$ cat config.mk
export PLATFORM = sky130hd
export DESIGN_NAME = mdfr_fault_response
export DESIGN_NICKNAME = d
export VERILOG_FILES = /design/src/shared/mdfr_pkg.sv /design/src/mdfr_fault_response.sv
export VERILOG_INCLUDE_DIRS = /design/src /design/src/shared
export SDC_FILE = /design/constraint.sdc
export NUM_CORES = 1
export LEC_CHECK = 0
export ABC_AREA = 1
export BUFFER_PORTS_ARGS = -buffer_cell sky130_fd_sc_hd__buf_4
export CORE_MARGIN = 4
export CORE_UTILIZATION = 45
export CTS_CLUSTER_DIAMETER = 150
export DETAILED_ROUTE_END_ITERATION = 10
export HOLD_SLACK_MARGIN = 0.15
export PLACE_DENSITY = 0.73
export SYNTH_ARGS = -nofsm -noshare
export SYNTH_HDL_FRONTEND = slang
export SYNTH_SLANG_ARGS = --single-unit
$ cat constraint.sdc
create_clock -name clk_sys -period 2.1 [get_ports clk_sys]
set_input_delay 0.315 -clock clk_sys [delete_from_list [all_inputs] [get_ports clk_sys]]
set_output_delay 0.315 -clock clk_sys [all_outputs]
set_load 0.01 [all_outputs]
$ cat src/shared/mdfr_params.svh
`ifndef MDFR_PARAMS_SVH
`define MDFR_PARAMS_SVH
// Clock period and cycle rounding
`define MDFR_CLK_NS        40
`define MDFR_CYC_UP(ns)    (((ns) + `MDFR_CLK_NS - 1) / `MDFR_CLK_NS)
// Register byte offsets
`define MDFR_ADDR_CFG      12'h000
`define MDFR_ADDR_CMD      12'h004
`define MDFR_ADDR_STAT     12'h008
// Configuration fields
`define MDFR_CFG_OV_EN     0
`define MDFR_CFG_OV_SEL    1
`define MDFR_CFG_OC_MODE   3:2
`define MDFR_CFG_OC_DEG    5:4
`define MDFR_CFG_RETRY     6
`define MDFR_CFG_THERMAL_WARNING_REPORT_ENABLE   7
`define MDFR_CFG_SAT_EN    8
`define MDFR_CFG_BCL_EN    9
`define MDFR_CFG_WIDTH     10
`define MDFR_CFG_RESET     10'h001
// Command field
`define MDFR_CMD_CLR       0
// Overcurrent mode codes
`define MDFR_OC_LATCH      2'h0
`define MDFR_OC_RETRY      2'h1
`define MDFR_OC_REPORT     2'h2
`define MDFR_OC_OFF        2'h3
// Deglitch times in ns, one per select code
`define MDFR_DEG0_NS       200
`define MDFR_DEG1_NS       600
`define MDFR_DEG2_NS       1000
`define MDFR_DEG3_NS       1600
// Retry times in ns, one per select code
`define MDFR_RETRY0_NS     5000000
`define MDFR_RETRY1_NS     500000000
`endif

$ cat src/shared/mdfr_pkg.sv
package mdfr_pkg;
  // Overcurrent response state, one-hot
  typedef enum logic [2:0] {
    MDFR_OC_RUN   = 3'b001,
    MDFR_OC_HOLD  = 3'b010,
    MDFR_OC_WAIT  = 3'b100
  } mdfr_oc_state_t;
endpackage : mdfr_pkg

$ cat src/mdfr_fault_response.sv
`timescale 1ns/1ps
`include "mdfr_params.svh"
// Behaviour
// - bus current limit reports, restricts, self-releases
// - loop saturation reported, outputs keep switching
// - main supply undervoltage forces reset, FETs and pump off, buck stays on
// - analog rail undervoltage forces reset, FETs and pump off, buck stays on
// - buck undervoltage stops buck, forces reset
// - charge pump low: FETs off, sticky bit
// - overvoltage: FETs off, sticky bit
// - overvoltage enable low disables protection
// - select bit picks 22 or 34 volt
// - overcurrent needs deglitch time, then mode
// - mode 00 latches until a clear command with overcurrent gone
// - mode 01 retries after retry time
// - mode 10 reports only, bits sticky
// - mode 11 ignores overcurrent entirely
// - buck overcurrent stops buck, forces reset
// - thermal warning reported only when enabled
// - thermal shutdown: FETs, pump off, sticky
module mdfr_fault_response
  import mdfr_pkg::*;
#(
  parameter int unsigned RETRY0_CYC = `MDFR_RETRY0_NS / `MDFR_CLK_NS,
  parameter int unsigned RETRY1_CYC = `MDFR_RETRY1_NS / `MDFR_CLK_NS
) (
  input  wire logic        clk_sys,
  input  wire logic        rst,
  input  wire logic        psel,
  input  wire logic        penable,
  input  wire logic        pwrite,
  input  wire logic [11:0] paddr,
  input  wire logic [31:0] pwdata,
  output logic      [31:0] prdata,
  output logic             pready,
  output logic             pslverr,
  input  wire logic        vm_undervoltage,
  input  wire logic        analog_rail_undervoltage,
  input  wire logic        buck_rail_undervoltage,
  input  wire logic        buck_overcurrent,
  input  wire logic        charge_pump_low_event,
  input  wire logic        vm_above_22v,
  input  wire logic        vm_above_34v,
  input  wire logic        bus_current_over,
  input  wire logic        current_loop_sat,
  input  wire logic        speed_loop_sat,
  input  wire logic        thermal_warning,
  input  wire logic        thermal_shutdown,
  input  wire logic [5:0]  fet_overcurrent,
  output logic             fault_out_n,
  output logic             fet_enable,
  output logic             charge_pump_enable,
  output logic             buck_enable,
  output logic             device_reset_req,
  output logic             speed_limit
);

  localparam int NIN = 18;
  localparam logic [6:0] DEG_CYC [4] = '{
    7'(`MDFR_CYC_UP(`MDFR_DEG0_NS)), 7'(`MDFR_CYC_UP(`MDFR_DEG1_NS)),
    7'(`MDFR_CYC_UP(`MDFR_DEG2_NS)), 7'(`MDFR_CYC_UP(`MDFR_DEG3_NS))};

  // Retry counter is 24 bits wide
  if (RETRY0_CYC == 0 || RETRY1_CYC == 0 ||
      RETRY0_CYC >= 32'h0100_0000 || RETRY1_CYC >= 32'h0100_0000) begin : g_chk
    $error("retry counts must be 1 to 2**24-1");
  end

  ////////////////////////////////////////////////////////////////////////////
  // Input synchronisers
  logic [NIN-1:0] raw, s1_q, s2_q, s3_q, in_q;
  assign raw = {fet_overcurrent, thermal_shutdown, thermal_warning,
                speed_loop_sat, current_loop_sat, bus_current_over,
                vm_above_34v, vm_above_22v, charge_pump_low_event,
                buck_overcurrent, buck_rail_undervoltage,
                analog_rail_undervoltage, vm_undervoltage};

  // Three stages; a change is taken once stages two and three agree
  always_ff @(posedge clk_sys) begin
    if (rst) begin
      s1_q <= '0;
      s2_q <= '0;
      s3_q <= '0;
      in_q <= '0;
    end else begin
      s1_q <= raw;
      s2_q <= s1_q;
      s3_q <= s2_q;
      for (int i = 0; i < NIN; i++) begin
        if (s2_q[i] == s3_q[i]) begin
          in_q[i] <= s3_q[i];
        end
      end
    end
  end

  logic       s_vm, s_avdd, s_bkuv, s_bkoc, s_cp, s_ov22, s_ov34;
  logic       s_bcl, s_csat, s_ssat, s_otw, s_tsd;
  logic [5:0] s_foc;
  assign {s_foc, s_tsd, s_otw, s_ssat, s_csat, s_bcl, s_ov34, s_ov22,
          s_cp, s_bkoc, s_bkuv, s_avdd, s_vm} = in_q;

  ////////////////////////////////////////////////////////////////////////////
  // APB slave
  logic [`MDFR_CFG_WIDTH-1:0] cfg_q;
  logic [31:0]                status;
  logic                       clr_cmd;
  logic                       hit_cfg, hit_cmd, hit_stat, mapped;

  assign hit_cfg  = paddr == `MDFR_ADDR_CFG;
  assign hit_cmd  = paddr == `MDFR_ADDR_CMD;
  assign hit_stat = paddr == `MDFR_ADDR_STAT;
  assign mapped   = hit_cfg | hit_cmd | hit_stat;
  assign pready   = 1'b1;                     // Zero wait states
  assign pslverr  = psel & penable & ~mapped; // Unmapped address
  assign clr_cmd  = psel & penable & pwrite & hit_cmd
                    & pwdata[`MDFR_CMD_CLR];

  // Configuration register
  always_ff @(posedge clk_sys) begin
    if (rst) begin
      cfg_q <= `MDFR_CFG_RESET;
    end else if (psel && penable && pwrite && hit_cfg) begin
      cfg_q <= pwdata[`MDFR_CFG_WIDTH-1:0];
    end
  end

  // Read data captured in the setup cycle
  always_ff @(posedge clk_sys) begin
    if (rst) begin
      prdata <= '0;
    end else if (psel && !penable && !pwrite) begin
      prdata <= hit_cfg  ? {22'h0, cfg_q} :
                hit_stat ? status : 32'h0;
    end
  end

  logic       ov_en, ov_sel, thermal_warning_report_enable, sat_en, bcl_en, retry_sel;
  logic [1:0] oc_mode;
  assign ov_en     = cfg_q[`MDFR_CFG_OV_EN];
  assign ov_sel    = cfg_q[`MDFR_CFG_OV_SEL];
  assign oc_mode   = cfg_q[`MDFR_CFG_OC_MODE];
  assign retry_sel = cfg_q[`MDFR_CFG_RETRY];
  assign thermal_warning_report_enable   = cfg_q[`MDFR_CFG_THERMAL_WARNING_REPORT_ENABLE];
  assign sat_en    = cfg_q[`MDFR_CFG_SAT_EN];
  assign bcl_en    = cfg_q[`MDFR_CFG_BCL_EN];

  ////////////////////////////////////////////////////////////////////////////
  // Live fault conditions
  logic ov_act, bcl_act, sat_act, otw_act, rst_cond, buck_off;
  assign ov_act   = ov_en & (ov_sel ? s_ov34 : s_ov22);
  assign bcl_act  = bcl_en & s_bcl;
  assign sat_act  = sat_en & (s_csat | s_ssat);
  assign otw_act  = thermal_warning_report_enable & s_otw;

  ////////////////////////////////////////////////////////////////////////////
  // Deglitch counters for FET and buck overcurrent
  logic [6:0] oc_cnt_q, bk_cnt_q, deg;
  logic       oc_hit, bk_hit_q;
  assign deg    = DEG_CYC[cfg_q[`MDFR_CFG_OC_DEG]];
  assign oc_hit = (|s_foc) && (oc_cnt_q == deg);

  always_ff @(posedge clk_sys) begin
    if (rst) begin
      oc_cnt_q <= '0;
    end else if (!(|s_foc)) begin
      oc_cnt_q <= '0;
    end else if (oc_cnt_q != deg) begin
      oc_cnt_q <= oc_cnt_q + 7'h01;
    end
  end

  always_ff @(posedge clk_sys) begin
    if (rst) begin
      bk_cnt_q <= '0;
      bk_hit_q <= 1'b0;
    end else if (!s_bkoc) begin
      bk_cnt_q <= '0;
    end else if (bk_cnt_q != deg) begin
      bk_cnt_q <= bk_cnt_q + 7'h01;
    end else begin
      bk_hit_q <= 1'b1;
    end
  end

  assign rst_cond = s_vm | s_avdd | s_bkuv | bk_hit_q;
  assign buck_off = s_bkuv | bk_hit_q;

  ////////////////////////////////////////////////////////////////////////////
  // Overcurrent response state machine
  mdfr_oc_state_t oc_st_q;
  logic [23:0]    retry_q;
  logic           oc_event;
  assign oc_event = oc_hit && oc_mode != `MDFR_OC_OFF;

  always_ff @(posedge clk_sys) begin
    if (rst) begin
      oc_st_q <= MDFR_OC_RUN;
      retry_q <= '0;
    end else begin
      unique case (oc_st_q)
        MDFR_OC_RUN: begin
          if (oc_event && oc_mode == `MDFR_OC_LATCH) begin
            oc_st_q <= MDFR_OC_HOLD;
          end else if (oc_event && oc_mode == `MDFR_OC_RETRY) begin
            oc_st_q <= MDFR_OC_WAIT;
            retry_q <= retry_sel ? 24'(RETRY1_CYC - 1)
                                 : 24'(RETRY0_CYC - 1);
          end
        end
        MDFR_OC_HOLD: begin
          if (clr_cmd && !(|s_foc)) begin
            oc_st_q <= MDFR_OC_RUN;
          end
        end
        MDFR_OC_WAIT: begin
          if (retry_q == 24'h0) begin
            oc_st_q <= MDFR_OC_RUN;
          end else begin
            retry_q <= retry_q - 24'h1;
          end
        end
      endcase
    end
  end

  ////////////////////////////////////////////////////////////////////////////
  // Sticky status bits; a set beats a clear in the same cycle
  logic       cp_q, ov_q, oc_q, rep_q, otw_q, ots_q;
  logic [5:0] foc_q;

  always_ff @(posedge clk_sys) begin
    if (rst) begin
      cp_q  <= 1'b0;
      ov_q  <= 1'b0;
      otw_q <= 1'b0;
      ots_q <= 1'b0;
    end else begin
      cp_q  <= s_cp   | (cp_q  & ~clr_cmd);
      ov_q  <= ov_act | (ov_q  & ~clr_cmd);
      ots_q <= s_tsd  | (ots_q & ~clr_cmd);
      otw_q <= otw_act | (otw_q & ~(clr_cmd & ~s_otw));
    end
  end

  // overcurrent flags, cleared only with condition gone
  always_ff @(posedge clk_sys) begin
    if (rst) begin
      oc_q  <= 1'b0;
      rep_q <= 1'b0;
      foc_q <= '0;
    end else if (oc_event) begin
      oc_q  <= 1'b1;
      rep_q <= rep_q | (oc_mode == `MDFR_OC_REPORT);
      foc_q <= foc_q | s_foc;
    end else if (clr_cmd && !(|s_foc)) begin
      oc_q  <= 1'b0;
      rep_q <= 1'b0;
      foc_q <= '0;
    end
  end

  logic drv_fault, ctl_fault;
  // driver fault drops when retry ends
  assign drv_fault = s_cp | ov_act | s_tsd | rep_q
                     | (oc_st_q != MDFR_OC_RUN);
  assign ctl_fault = bcl_act | sat_act;
  assign status = {15'h0, rst_cond, ctl_fault, s_ssat & sat_en,
                   s_csat & sat_en, bcl_act, ots_q, otw_q, foc_q,
                   oc_q, ov_q, cp_q, drv_fault};

  ////////////////////////////////////////////////////////////////////////////
  // Output stage, all registered
  always_ff @(posedge clk_sys) begin
    if (rst) begin
      fault_out_n        <= 1'b1;
      fet_enable         <= 1'b0;
      charge_pump_enable <= 1'b0;
      buck_enable        <= 1'b0;
      device_reset_req   <= 1'b0;
      speed_limit        <= 1'b0;
    end else begin
      fault_out_n        <= ~(drv_fault | ctl_fault | otw_act);
      fet_enable         <= ~(rst_cond | drv_fault) | (rep_q & ~s_cp
                            & ~ov_act & ~s_tsd & oc_st_q == MDFR_OC_RUN
                            & ~rst_cond);
      charge_pump_enable <= ~(rst_cond | s_tsd);
      buck_enable        <= ~buck_off;
      device_reset_req   <= rst_cond;
      speed_limit        <= bcl_act;
    end
  end
endmodule : mdfr_fault_response
==> Implementation_results.wiki, run 1 <==
{| class="wikitable"
! Metric !! Value
|-
| Global-route wire length before repair || 24900 µm
|-
| Y dimension of the die || 131 µm
|-
| Via count of the first global-routing pass || 5305
|-
| Synthesized area per cell || 7.25 µm²
|-
| Worst-skew pair later-pin latency || 0.43 ns
|-
| Setup-failing EPs final || 0
|-
| Synthesized flop and latch total || 159
|-
| Number of flops mapped to enable cells by yosys || 0
|-
| Routability Congestion || 0.892
|-
| Fraction of final layout cells with drive strength greater than 1 || 12.4%
|-
| Number of instances in the placed design || 1165
|-
| TritonCTS clock tree || yes
|-
| Unrepaired setup endpoints after global routing || no
|-
| Total Die Area || 17000 µm²
|-
| Worst Setup End Kind || register
|-
| Vias post-DR || 5911
|-
| Path type of the worst min-delay path || in2reg
|-
| Max Clock Freq || 0.542 GHz
|-
| Worst IR drop on VDD || 649 µV
|-
| Detailed-routing iteration count for the pre-antenna-repair pass || 4
|-
| Static leakage || 0.00367 µW
|-
| Count of synthesis-stage warnings from yosys || 0
|-
| Power density over the cells || 787 nW/µm²
|-
| Leading cell type in the layout, fill and taps excluded || nand2_1
|-
| Total negative slack for setup checks || 0 ns
|-
| Starting Density || 46.1%
|-
| # Max-Cap Violations || 0
|-
| Total Power || 6480 µW
|-
| Outcome || finished, final reports clean
|-
| Slew at the pin closest to its max-slew limit || 0.702 ns
|-
| Endpoint required time on the critical path || 2.42 ns
|-
| Library cells used by synthesis || 42
|-
| Critical Path AT || 2.17 ns
|-
| Crit path max fanout || 26
|-
| Root buffer cell || clkbuf_16
|-
| Placed Area || 7390 µm²
|-
| IO Pins || 107
|-
| Critical Setup Path Class || reg2reg
|-
| GRT Util Overall || 18.3%
|-
| Startpoint types || register
|-
| Asr flop ratio synth || 0%
|-
| Wire length reported by the detailed router || 15100 µm
|-
| Final-report max-slew violation count || 0
|-
| Post-route non-filler standard cell count || 1220
|-
| Antenna violations before repair || 0
|-
| Via density per instance || 4.85
|-
| Site Rows || 44
|-
| Floorplan core area || 14600 µm²
|-
| Area grow syn2layout || 21.9%
|-
| Most common flop cell mapped by yosys || dfxtp_1
|-
| Antenna Nets Post-Route || 0
|-
| Maximum number of pins on one net before global-route repair || 66
|-
| Mapped cell area || 6750 µm²
|-
| Final global-route overflow total || 0
|-
| Count of inserted antenna diode cells || 0
|-
| Relative slew slack || 53.2%
|-
| Horizontal extent of the die || 131 µm
|-
| Sinks on Clock Net || 159
|-
| Share of the clock period used by the worst path after layout || 87.9%
|-
| Iteration-0 DRC Markers || 340
|-
| Clk_skew || 0.0101 ns
|-
| Part of the Yosys area used for sequential elements || 47.1%
|-
| H-tree depth || 4
|-
| Post-CTS clock slew at the launch and capture registers of the worst setup and hold paths || 0.07 ns
|-
| DRC violation count after routing || 0
|-
| CTS buffer count || 17
|-
| Min Tclk post-route || 1.85 ns
|-
| Number of I/O port buffers || 68
|-
| Routed len/inst || 12.4 µm
|-
| HPWL Detailed || 10200 µm
|-
| Largest buffer count on any clock path || 2
|-
| Cell area after layout || 8230 µm²
|-
| Hold violation total from the final report || 0
|-
| Top library cells by usage in the layout, fill and taps aside || nand2_1, nor2_1, dfxtp_1
|-
| Net count reported at finish || 1094
|-
| Count of mapped cells out of synthesis || 932
|}
## synthesized netlist by cell type, types with 2 or more instances
library cell	n	area, µm²
a211oi_1	4	30.0
nand3_1	67	335
o21ai_0	17	85.1
ha_1	4	50.1
inv_1	123	462
buf_6	2	22.5
conb_1	2	7.51
or2_1	4	25.0
clkbuf_1	23	86.3
nand2_1	167	627
o221ai_1	3	26.3
o211ai_1	5	37.5
dfxtp_1	159	3180
a21oi_1	76	380
buf_4	17	128
o21ai_1	21	105
nor3_1	9	45.0
nand4_1	13	81.3
nor2_4	3	33.8
inv_2	7	26.3
nor2_1	161	604
xnor2_1	9	78.8
xor2_1	15	131
buf_2	2	10.0
nand2_2	2	12.5
## worst paths after layout
path	to	cells past startpoint	startpoint	slack, ns
hold reg to reg	s2_q[8]$_SDFF_PP0_	2	s1_q[8]$_SDFF_PP0_	0.40
hold / removal	cfg_q[8]$_SDFFE_PP0P_	3	pwdata[8]	0.16
setup reg to reg	retry_q[17]$_SDFFE_PP0P_	9	cfg_q[4]$_SDFFE_PP0P_	0.25
setup / recovery	retry_q[17]$_SDFFE_PP0P_	9	cfg_q[4]$_SDFFE_PP0P_	0.25
## metrics by stage
step	worst slack (ns)	hold slack [ns]	util (%)
floorplan	0.526	0.388	-
global placement	0.180	0.389	50.4
detailed placement	0.166	0.393	50.4
CTS	0.117	0.152	56.2
global route	0.0602	0.164	56.2
finish	0.255	0.162	56.2
## logic make-up after synthesis
group | share of synthesized area (%)
buffers and inverters | 11.0
other | 0.111
AOI/OAI and AO/OA | 10.7
xor gates and xnor gates | 3.11
DFF | 47.1
and+or+nand+nor | 27.3
adders and majority gates | 0.741
## metal layers
metal / share of wire (%) / global-route usage (%)
met4: 1.8 / 6.65
met3: 4.8 / 4.80
met2: 47 / 29.4
met5: 0 / 0
met1: 46 / 23.9
## repair_timing
action	in CTS	in global routing
buffers inserted	0	0
hold endpoints to repair	29	0
setup endpoints to repair	0	6
hold buffers	23	0
resized for setup	0	1
## critical path, stage by stage (launching register included)
cell and delay, ns:
dfxtp_1 0.52, inv_1 0.13, nand3_1 0.10, nand2_1 0.09, nor2_4 0.18, nand4_4 0.14, nand2_4 0.26, nand2_1 0.14
nor2_1 0.13, nor2_1 0.04
## power by group
part	total (µW)	internal, µW	switching (µW)
clock network	3070	1610	1460
logic	309	144	165
registers	3100	3070	25.3
## sequential cells by signal, summed over array words and instances (netlist names), 3 cells and up
signal,cells
retry_q,24
in_q,18
s1_q,18
s2_q,18
s3_q,18
prdata,17
cfg_q,10
bk_cnt_q,7
oc_cnt_q,7
foc_q,6
oc_st_q,3
## layout make-up
class / count / area (µm²)
Clock buffer: 17 / 425
Timing Repair Buffer: 103 / 831
Clock inverter: 15 / 189
Fill cell: 1332 / 6410
Tap cell: 184 / 230
Inverter: 131 / 492
Sequential cell: 159 / 3180
Multi-Input combinational cell: 611 / 2880
Note: power is estimated with default switching activity, not from simulation.
==> inputs of run 2 (changes only) <==
PLACE_DENSITY = 0.78   (was 0.73)
==> Implementation_results.wiki, run 2 (synthesis gave the netlist of run 1 again) <==
{| class="wikitable"
! Metric !! Value
|-
| Outcome || finished, final reports clean
|-
| Count of filler cells inserted in the layout || 1301
|-
| Metal1 wirelength || 6760 µm
|-
| Y dimension of the die || 131 µm
|-
| Number of flip-flops under the largest register name || 24
|-
| Share of the clock period used by the worst path after layout || 90.8%
|-
| Clk network pwr share || 47.5%
|-
| Unrepaired setup endpoints after global routing || no
|-
| Net switching power of the design || 1480 µW
|-
| Wire length reported by the detailed router || 15300 µm
|-
| Number of instances in the placed design || 1164
|-
| H-tree depth || 4
|-
| Min Tclk post-route || 1.91 ns
|-
| Root buffer cell || clkbuf_16
|-
| # Max-Cap Violations || 0
|-
| Top layer reached by signal wires || met4
|-
| Worst Setup End Kind || register
|-
| Detailed-routing iteration count for the pre-antenna-repair pass || 5
|-
| Post-route non-filler standard cell count || 1216
|-
| Crit path max fanout || 26
|-
| Static leakage || 0.00364 µW
|-
| Routability Congestion || 0.873
|-
| Net count reported at finish || 1090
|-
| Sinks on Clock Net || 159
|-
| Post-CTS clock slew at the launch and capture registers of the worst setup and hold paths || 0.07 ns
|-
| Vias post-DR || 5954
|-
| Floorplan core area || 14600 µm²
|-
| Largest Register || retry_q
|-
| GRT Util Overall || 18.7%
|-
| Portion of total power attributed to combinational logic || 4.7%
|-
| Cell with the largest stage delay on the worst path || dfxtp_1
|-
| Sequential cell area || 3180 µm²
|-
| Antenna violations before repair || 0
|-
| Area occupied by multi-input gates || 2880 µm²
|-
| Worst-skew pair later-pin latency || 0.43 ns
|-
| TritonCTS clock tree || yes
|-
| Relative slew slack || 54.8%
|-
| Largest buffer count on any clock path || 2
|-
| CTS buffer count || 17
|-
| Max Clock Freq || 0.524 GHz
|-
| Global-route wire length before repair || 25400 µm
|-
| Setup-failing EPs final || 0
|-
| Critical Setup Path Class || reg2reg
|-
| Slew at the pin closest to its max-slew limit || 0.677 ns
|-
| Endpoint required time on the critical path || 2.42 ns
|-
| Placed Area || 7380 µm²
|-
| Area grow syn2layout || 20.9%
|-
| Detail Route met2 WL || 7340 µm
|-
| Antenna Nets Post-Route || 0
|-
| Horizontal extent of the die || 131 µm
|-
| Starting Density || 46.1%
|-
| Cell area after layout || 8170 µm²
|-
| Number of I/O port buffers || 68
|-
| Count of inserted antenna diode cells || 0
|-
| Top library cells by usage in the layout, fill and taps aside || nand2_1, nor2_1, dfxtp_1
|-
| Buffers inserted by post-CTS timing repair || 0
|-
| Fraction of power spent switching nets || 22.9%
|-
| Sequential cell fraction of total power || 47.8%
|-
| Via density per instance || 4.90
|-
| Maximum number of pins on one net before global-route repair || 41
|-
| Delay of the slowest cell on the worst path || 0.52 ns
|-
| Total negative slack for setup checks || 0 ns
|-
| Final global-route overflow total || 0
|-
| Total Power || 6470 µW
|-
| Fraction of final layout cells with drive strength greater than 1 || 12.1%
|-
| Site Rows || 44
|-
| Routed length on met3 || 764 µm
|-
| Path type of the worst min-delay path || in2reg
|-
| HPWL Detailed || 10400 µm
|-
| Critical Path AT || 2.23 ns
|-
| Total Die Area || 17000 µm²
|-
| Via count of the first global-routing pass || 5439
|-
| Worst IR drop on VDD || 595 µV
|-
| Iteration-0 DRC Markers || 426
|-
| Startpoint types || register
|-
| Leading cell type in the layout, fill and taps excluded || nand2_1
|-
| Clk_skew || 0.00743 ns
|-
| Power density over the cells || 793 nW/µm²
|-
| Final-report max-slew violation count || 0
|-
| DRC violation count after routing || 0
|-
| Hold violation total from the final report || 0
|-
| Cells along the critical path || inv_1, nand3_1, nand2_1, nor2_4, nand4_4, nand2_4, nand2_1, nor2_1, nor2_1
|-
| Internal power || 4990 µW
|-
| Routed len/inst || 12.5 µm
|-
| IO Pins || 107
|}
## run 2: cell types whose count changed in the layout (fill, tap and decap cells not counted), moves of 2 or more
cell	change
bufinv_16	+2
clkinv_2	+2
clkinv_8	-7
inv_6	+2
clkbuf_1	+2
dlygate4sd3_1	-3
## run 2: final timing paths
| check | start | to | slack [ns] | cells past startpoint |
|---|---|---|---|---|
| setup / recovery | cfg_q[4]$_SDFFE_PP0P_ | retry_q[20]$_SDFFE_PP0P_ | 0.19 | 9 |
| hold / removal | pwdata[2] | cfg_q[2]$_SDFFE_PP0P_ | 0.17 | 3 |
| setup reg to reg | cfg_q[4]$_SDFFE_PP0P_ | retry_q[20]$_SDFFE_PP0P_ | 0.19 | 9 |
| hold reg to reg | s1_q[13]$_SDFF_PP0_ | s2_q[13]$_SDFF_PP0_ | 0.40 | 2 |
## run 2: per-stage QoR
step / util, % / hold slack [ns] / worst slack (ns)
3_5_place_dp: 50.4 / 0.394 / 0.167
4_1_cts: 55.8 / 0.156 / 0.116
2_1_floorplan: - / 0.388 / 0.526
6_report: 55.8 / 0.169 / 0.192
3_3_place_gp: 50.4 / 0.389 / 0.187
5_1_grt: 55.8 / 0.165 / 0.0129
## run 2: repair_timing
action | 4_1_cts | 5_1_grt
hold buffers | 20 | 0
endpoints found under the hold margin | 20 | 0
resized for setup | 0 | 1
setup endpoints to repair | 0 | 3
## run 2: per-layer routing
layer	GRT usage [%]	vias to the layer above
met1	24.0	2682
li1	-	3084
met3	4.47	29
met5	0	-
met2	30.4	159
met4	7.74	0
## run 2: critical path, delay by kind of cell (launching register included)
| family | cells | cell delay [ns] |
|---|---|---|
| buffers and inverters | 1 | 0.14 |
| and+or+nand+nor | 8 | 1.13 |
| DFF | 1 | 0.52 |
## run 2: final cells by class
type,instances,area share (%)
Clock buffer,19,5.30
Clock inverter,13,1.85
Inverter,131,6.02
Multi-Input combinational cell,611,35.3
Sequential cell,159,39.0
Tap cell,184,2.82
Timing Repair Buffer,99,9.71
## run 2: power by group through the flow
stage,logic [µW],clock network (µW),registers (µW)
2_1_floorplan,165,0,3160
3_3_place_gp,269,0,3160
3_5_place_dp,272,0,3160
4_1_cts,303,3110,3100
5_1_grt,343,3240,3100
6_report,304,3070,3100
==> inputs of run 3 (changes only) <==
==> constraint.sdc (replaced) <==
create_clock -name clk_sys -period 2.1 [get_ports clk_sys]
set_input_delay 0.42 -clock clk_sys [delete_from_list [all_inputs] [get_ports clk_sys]]
set_output_delay 0.42 -clock clk_sys [all_outputs]
set_load 0.01 [all_outputs]
==> Implementation_results.wiki, run 3 (synthesis gave the netlist of run 1 again) <==
{| class="wikitable"
! Metric !! Value
|-
| Unrepaired setup endpoints after global routing || no
|-
| Path type of the worst min-delay path || in2reg
|-
| Routability Congestion || 0.941
|-
| Top library cells by usage in the layout, fill and taps aside || nand2_1, nor2_1, dfxtp_1
|-
| # Max-Cap Violations || 0
|-
| Horizontal extent of the die || 131 µm
|-
| Final-report max-slew violation count || 0
|-
| Starting Density || 46.1%
|-
| Power density over the cells || 797 nW/µm²
|-
| IO Pins || 107
|-
| Antenna violations before repair || 0
|-
| Detailed-routing iteration count for the pre-antenna-repair pass || 5
|-
| Count of filler cells inserted in the layout || 1370
|-
| Outcome || finished, final reports clean
|-
| DRC violation count after routing || 0
|-
| Routed length on met3 || 720 µm
|-
| Startpoint types || register
|-
| Maximum number of pins on one net before global-route repair || 32
|-
| Worst IR drop on VDD || 675 µV
|-
| Clk network pwr share || 47.2%
|-
| Number of instances in the placed design || 1168
|-
| Setup-failing EPs final || 0
|-
| Total Power || 6380 µW
|-
| Share of the clock period used by the worst path after layout || 90.2%
|-
| Worst reg-to-reg path cell count || 9
|-
| Buffers inserted by post-CTS timing repair || 0
|-
| H-tree depth || 4
|-
| Crit path max fanout || 23
|-
| TritonCTS clock tree || yes
|-
| Worst R2R Setup Slack || 0.21 ns
|-
| Sequential cell fraction of total power || 48.5%
|-
| Largest Register || retry_q
|-
| Relative slew slack || 52.6%
|-
| Y dimension of the die || 131 µm
|-
| HPWL Detailed || 10400 µm
|-
| Number of I/O port buffers || 68
|-
| Site Rows || 44
|-
| Endpoint required time on the critical path || 2.42 ns
|-
| Slew at the pin closest to its max-slew limit || 0.710 ns
|-
| Final global-route overflow total || 0
|-
| Area grow syn2layout || 18.5%
|-
| Leading cell type in the layout, fill and taps excluded || nand2_1
|-
| Worst Setup End Kind || register
|-
| Post-route non-filler standard cell count || 1200
|-
| Static leakage || 0.00359 µW
|-
| Vias post-DR || 5805
|-
| Portion of total power attributed to combinational logic || 4.3%
|-
| Net count reported at finish || 1074
|-
| Fraction of final layout cells with drive strength greater than 1 || 12.9%
|-
| Count of inserted antenna diode cells || 0
|-
| Wire length reported by the detailed router || 14700 µm
|-
| Top layer reached by signal wires || met4
|-
| Net switching power of the design || 1600 µW
|-
| Critical Path AT || 2.21 ns
|-
| Fraction of power spent switching nets || 25.0%
|-
| Internal power || 4790 µW
|-
| CTS buffer count || 17
|-
| GRT Util Overall || 18.0%
|-
| Total negative slack for setup checks || 0 ns
|-
| Routed len/inst || 12.3 µm
|-
| Clk_skew || 0.0139 ns
|-
| Number of flip-flops under the largest register name || 24
|-
| Hold Path Stages || 3
|-
| Via count of the first global-routing pass || 5254
|-
| Global-route wire length before repair || 24400 µm
|-
| Via density per instance || 4.84
|-
| Antenna Nets Post-Route || 0
|-
| Hold violation total from the final report || 0
|-
| Metal1 wirelength || 6640 µm
|-
| Min Tclk post-route || 1.89 ns
|-
| Largest buffer count on any clock path || 2
|-
| Post-CTS clock slew at the launch and capture registers of the worst setup and hold paths || 0.07 ns
|-
| Worst-skew pair later-pin latency || 0.43 ns
|-
| Critical Setup Path Class || reg2reg
|-
| Floorplan core area || 14600 µm²
|-
| Detail Route met2 WL || 7080 µm
|-
| Root buffer cell || clkbuf_16
|-
| Iteration-0 DRC Markers || 366
|-
| Total Die Area || 17000 µm²
|-
| Max Clock Freq || 0.528 GHz
|-
| Sinks on Clock Net || 159
|}
==> run 3: changes by cell type in the layout (fill, tap and decap cells not counted), moves of 2 or more <==
cell           before  now
clkinv_4            0    2
clkbuf_1            2    0
clkinv_2            2    0
bufinv_16           2    0
inv_8               2    4
dlygate4sd3_1      20    0
buf_4              79   83
clkinv_8            0    4
==> run 3: stage by stage <==
step	hold WS (ns)	instance area, µm²	worst slack [ns]	util [%]
global route	0.170	8010	0.0534	54.7
finish	0.184	8010	0.206	54.7
floorplan	0.388	6810	0.421	-
detailed placement	0.392	7410	0.0924	50.6
CTS	0.172	8010	0.146	54.7
global placement	0.389	7410	0.126	50.6
==> run 3: path summary, 6_finish.rpt <==
kind | from | to
worst max-delay path | retry_q[8]$_SDFFE_PP0P_ | retry_q[20]$_SDFFE_PP0P_
worst min-delay path | fet_overcurrent[2] | s1_q[14]$_SDFF_PP0_
worst max register to register | retry_q[8]$_SDFFE_PP0P_ | retry_q[20]$_SDFFE_PP0P_
worst min register to register | s1_q[2]$_SDFF_PP0_ | s2_q[2]$_SDFF_PP0_
==> run 3: timing repair <==
action | CTS | global route
gates resized for setup | 0 | 1
setup endpoints to repair | 0 | 4
hold buffers | 0 | 0
==> run 3: critical path: stages, from the launching register on <==
cell and delay (ns):
dfxtp_1 0.35, nor2_1 0.24, nand2_1 0.11, nor2_1 0.19
nand3_1 0.12, nand2_1 0.18, nand2_4 0.19, buf_4 0.20
o21ai_1 0.13, nor2_1 0.07
==> run 3: area by class of cell <==
cell class                      count  area, µm²  area share (%)
Sequential cell                   159       3180            39.8
Multi-Input combinational cell    611       2880            36.0
Timing Repair Buffer               83        623            7.78
Inverter                          131        492            6.14
Clock buffer                       17        425            5.31
Tap cell                          184        230            2.88
Clock inverter                     15        170            2.13
==> run 3: layer usage <==
metal / GRT usage [%] / vias to the layer above
li1: - / 3050
met1: 22.7 / 2610
met2: 29.6 / 123
met3: 4.39 / 22
met4: 7.26 / 0
met5: 0 / -
==> run 3: power groups by stage <==
| stage | registers, µW | clock network (µW) | logic (µW) |
|---|---|---|---|
| final | 3100 | 3010 | 275 |
| after CTS | 3100 | 3070 | 276 |
| after floorplan | 3160 | 0 | 165 |
| after global placement | 3160 | 0 | 272 |
| after global routing | 3100 | 3230 | 309 |
| after detailed placement | 3160 | 0 | 275 |
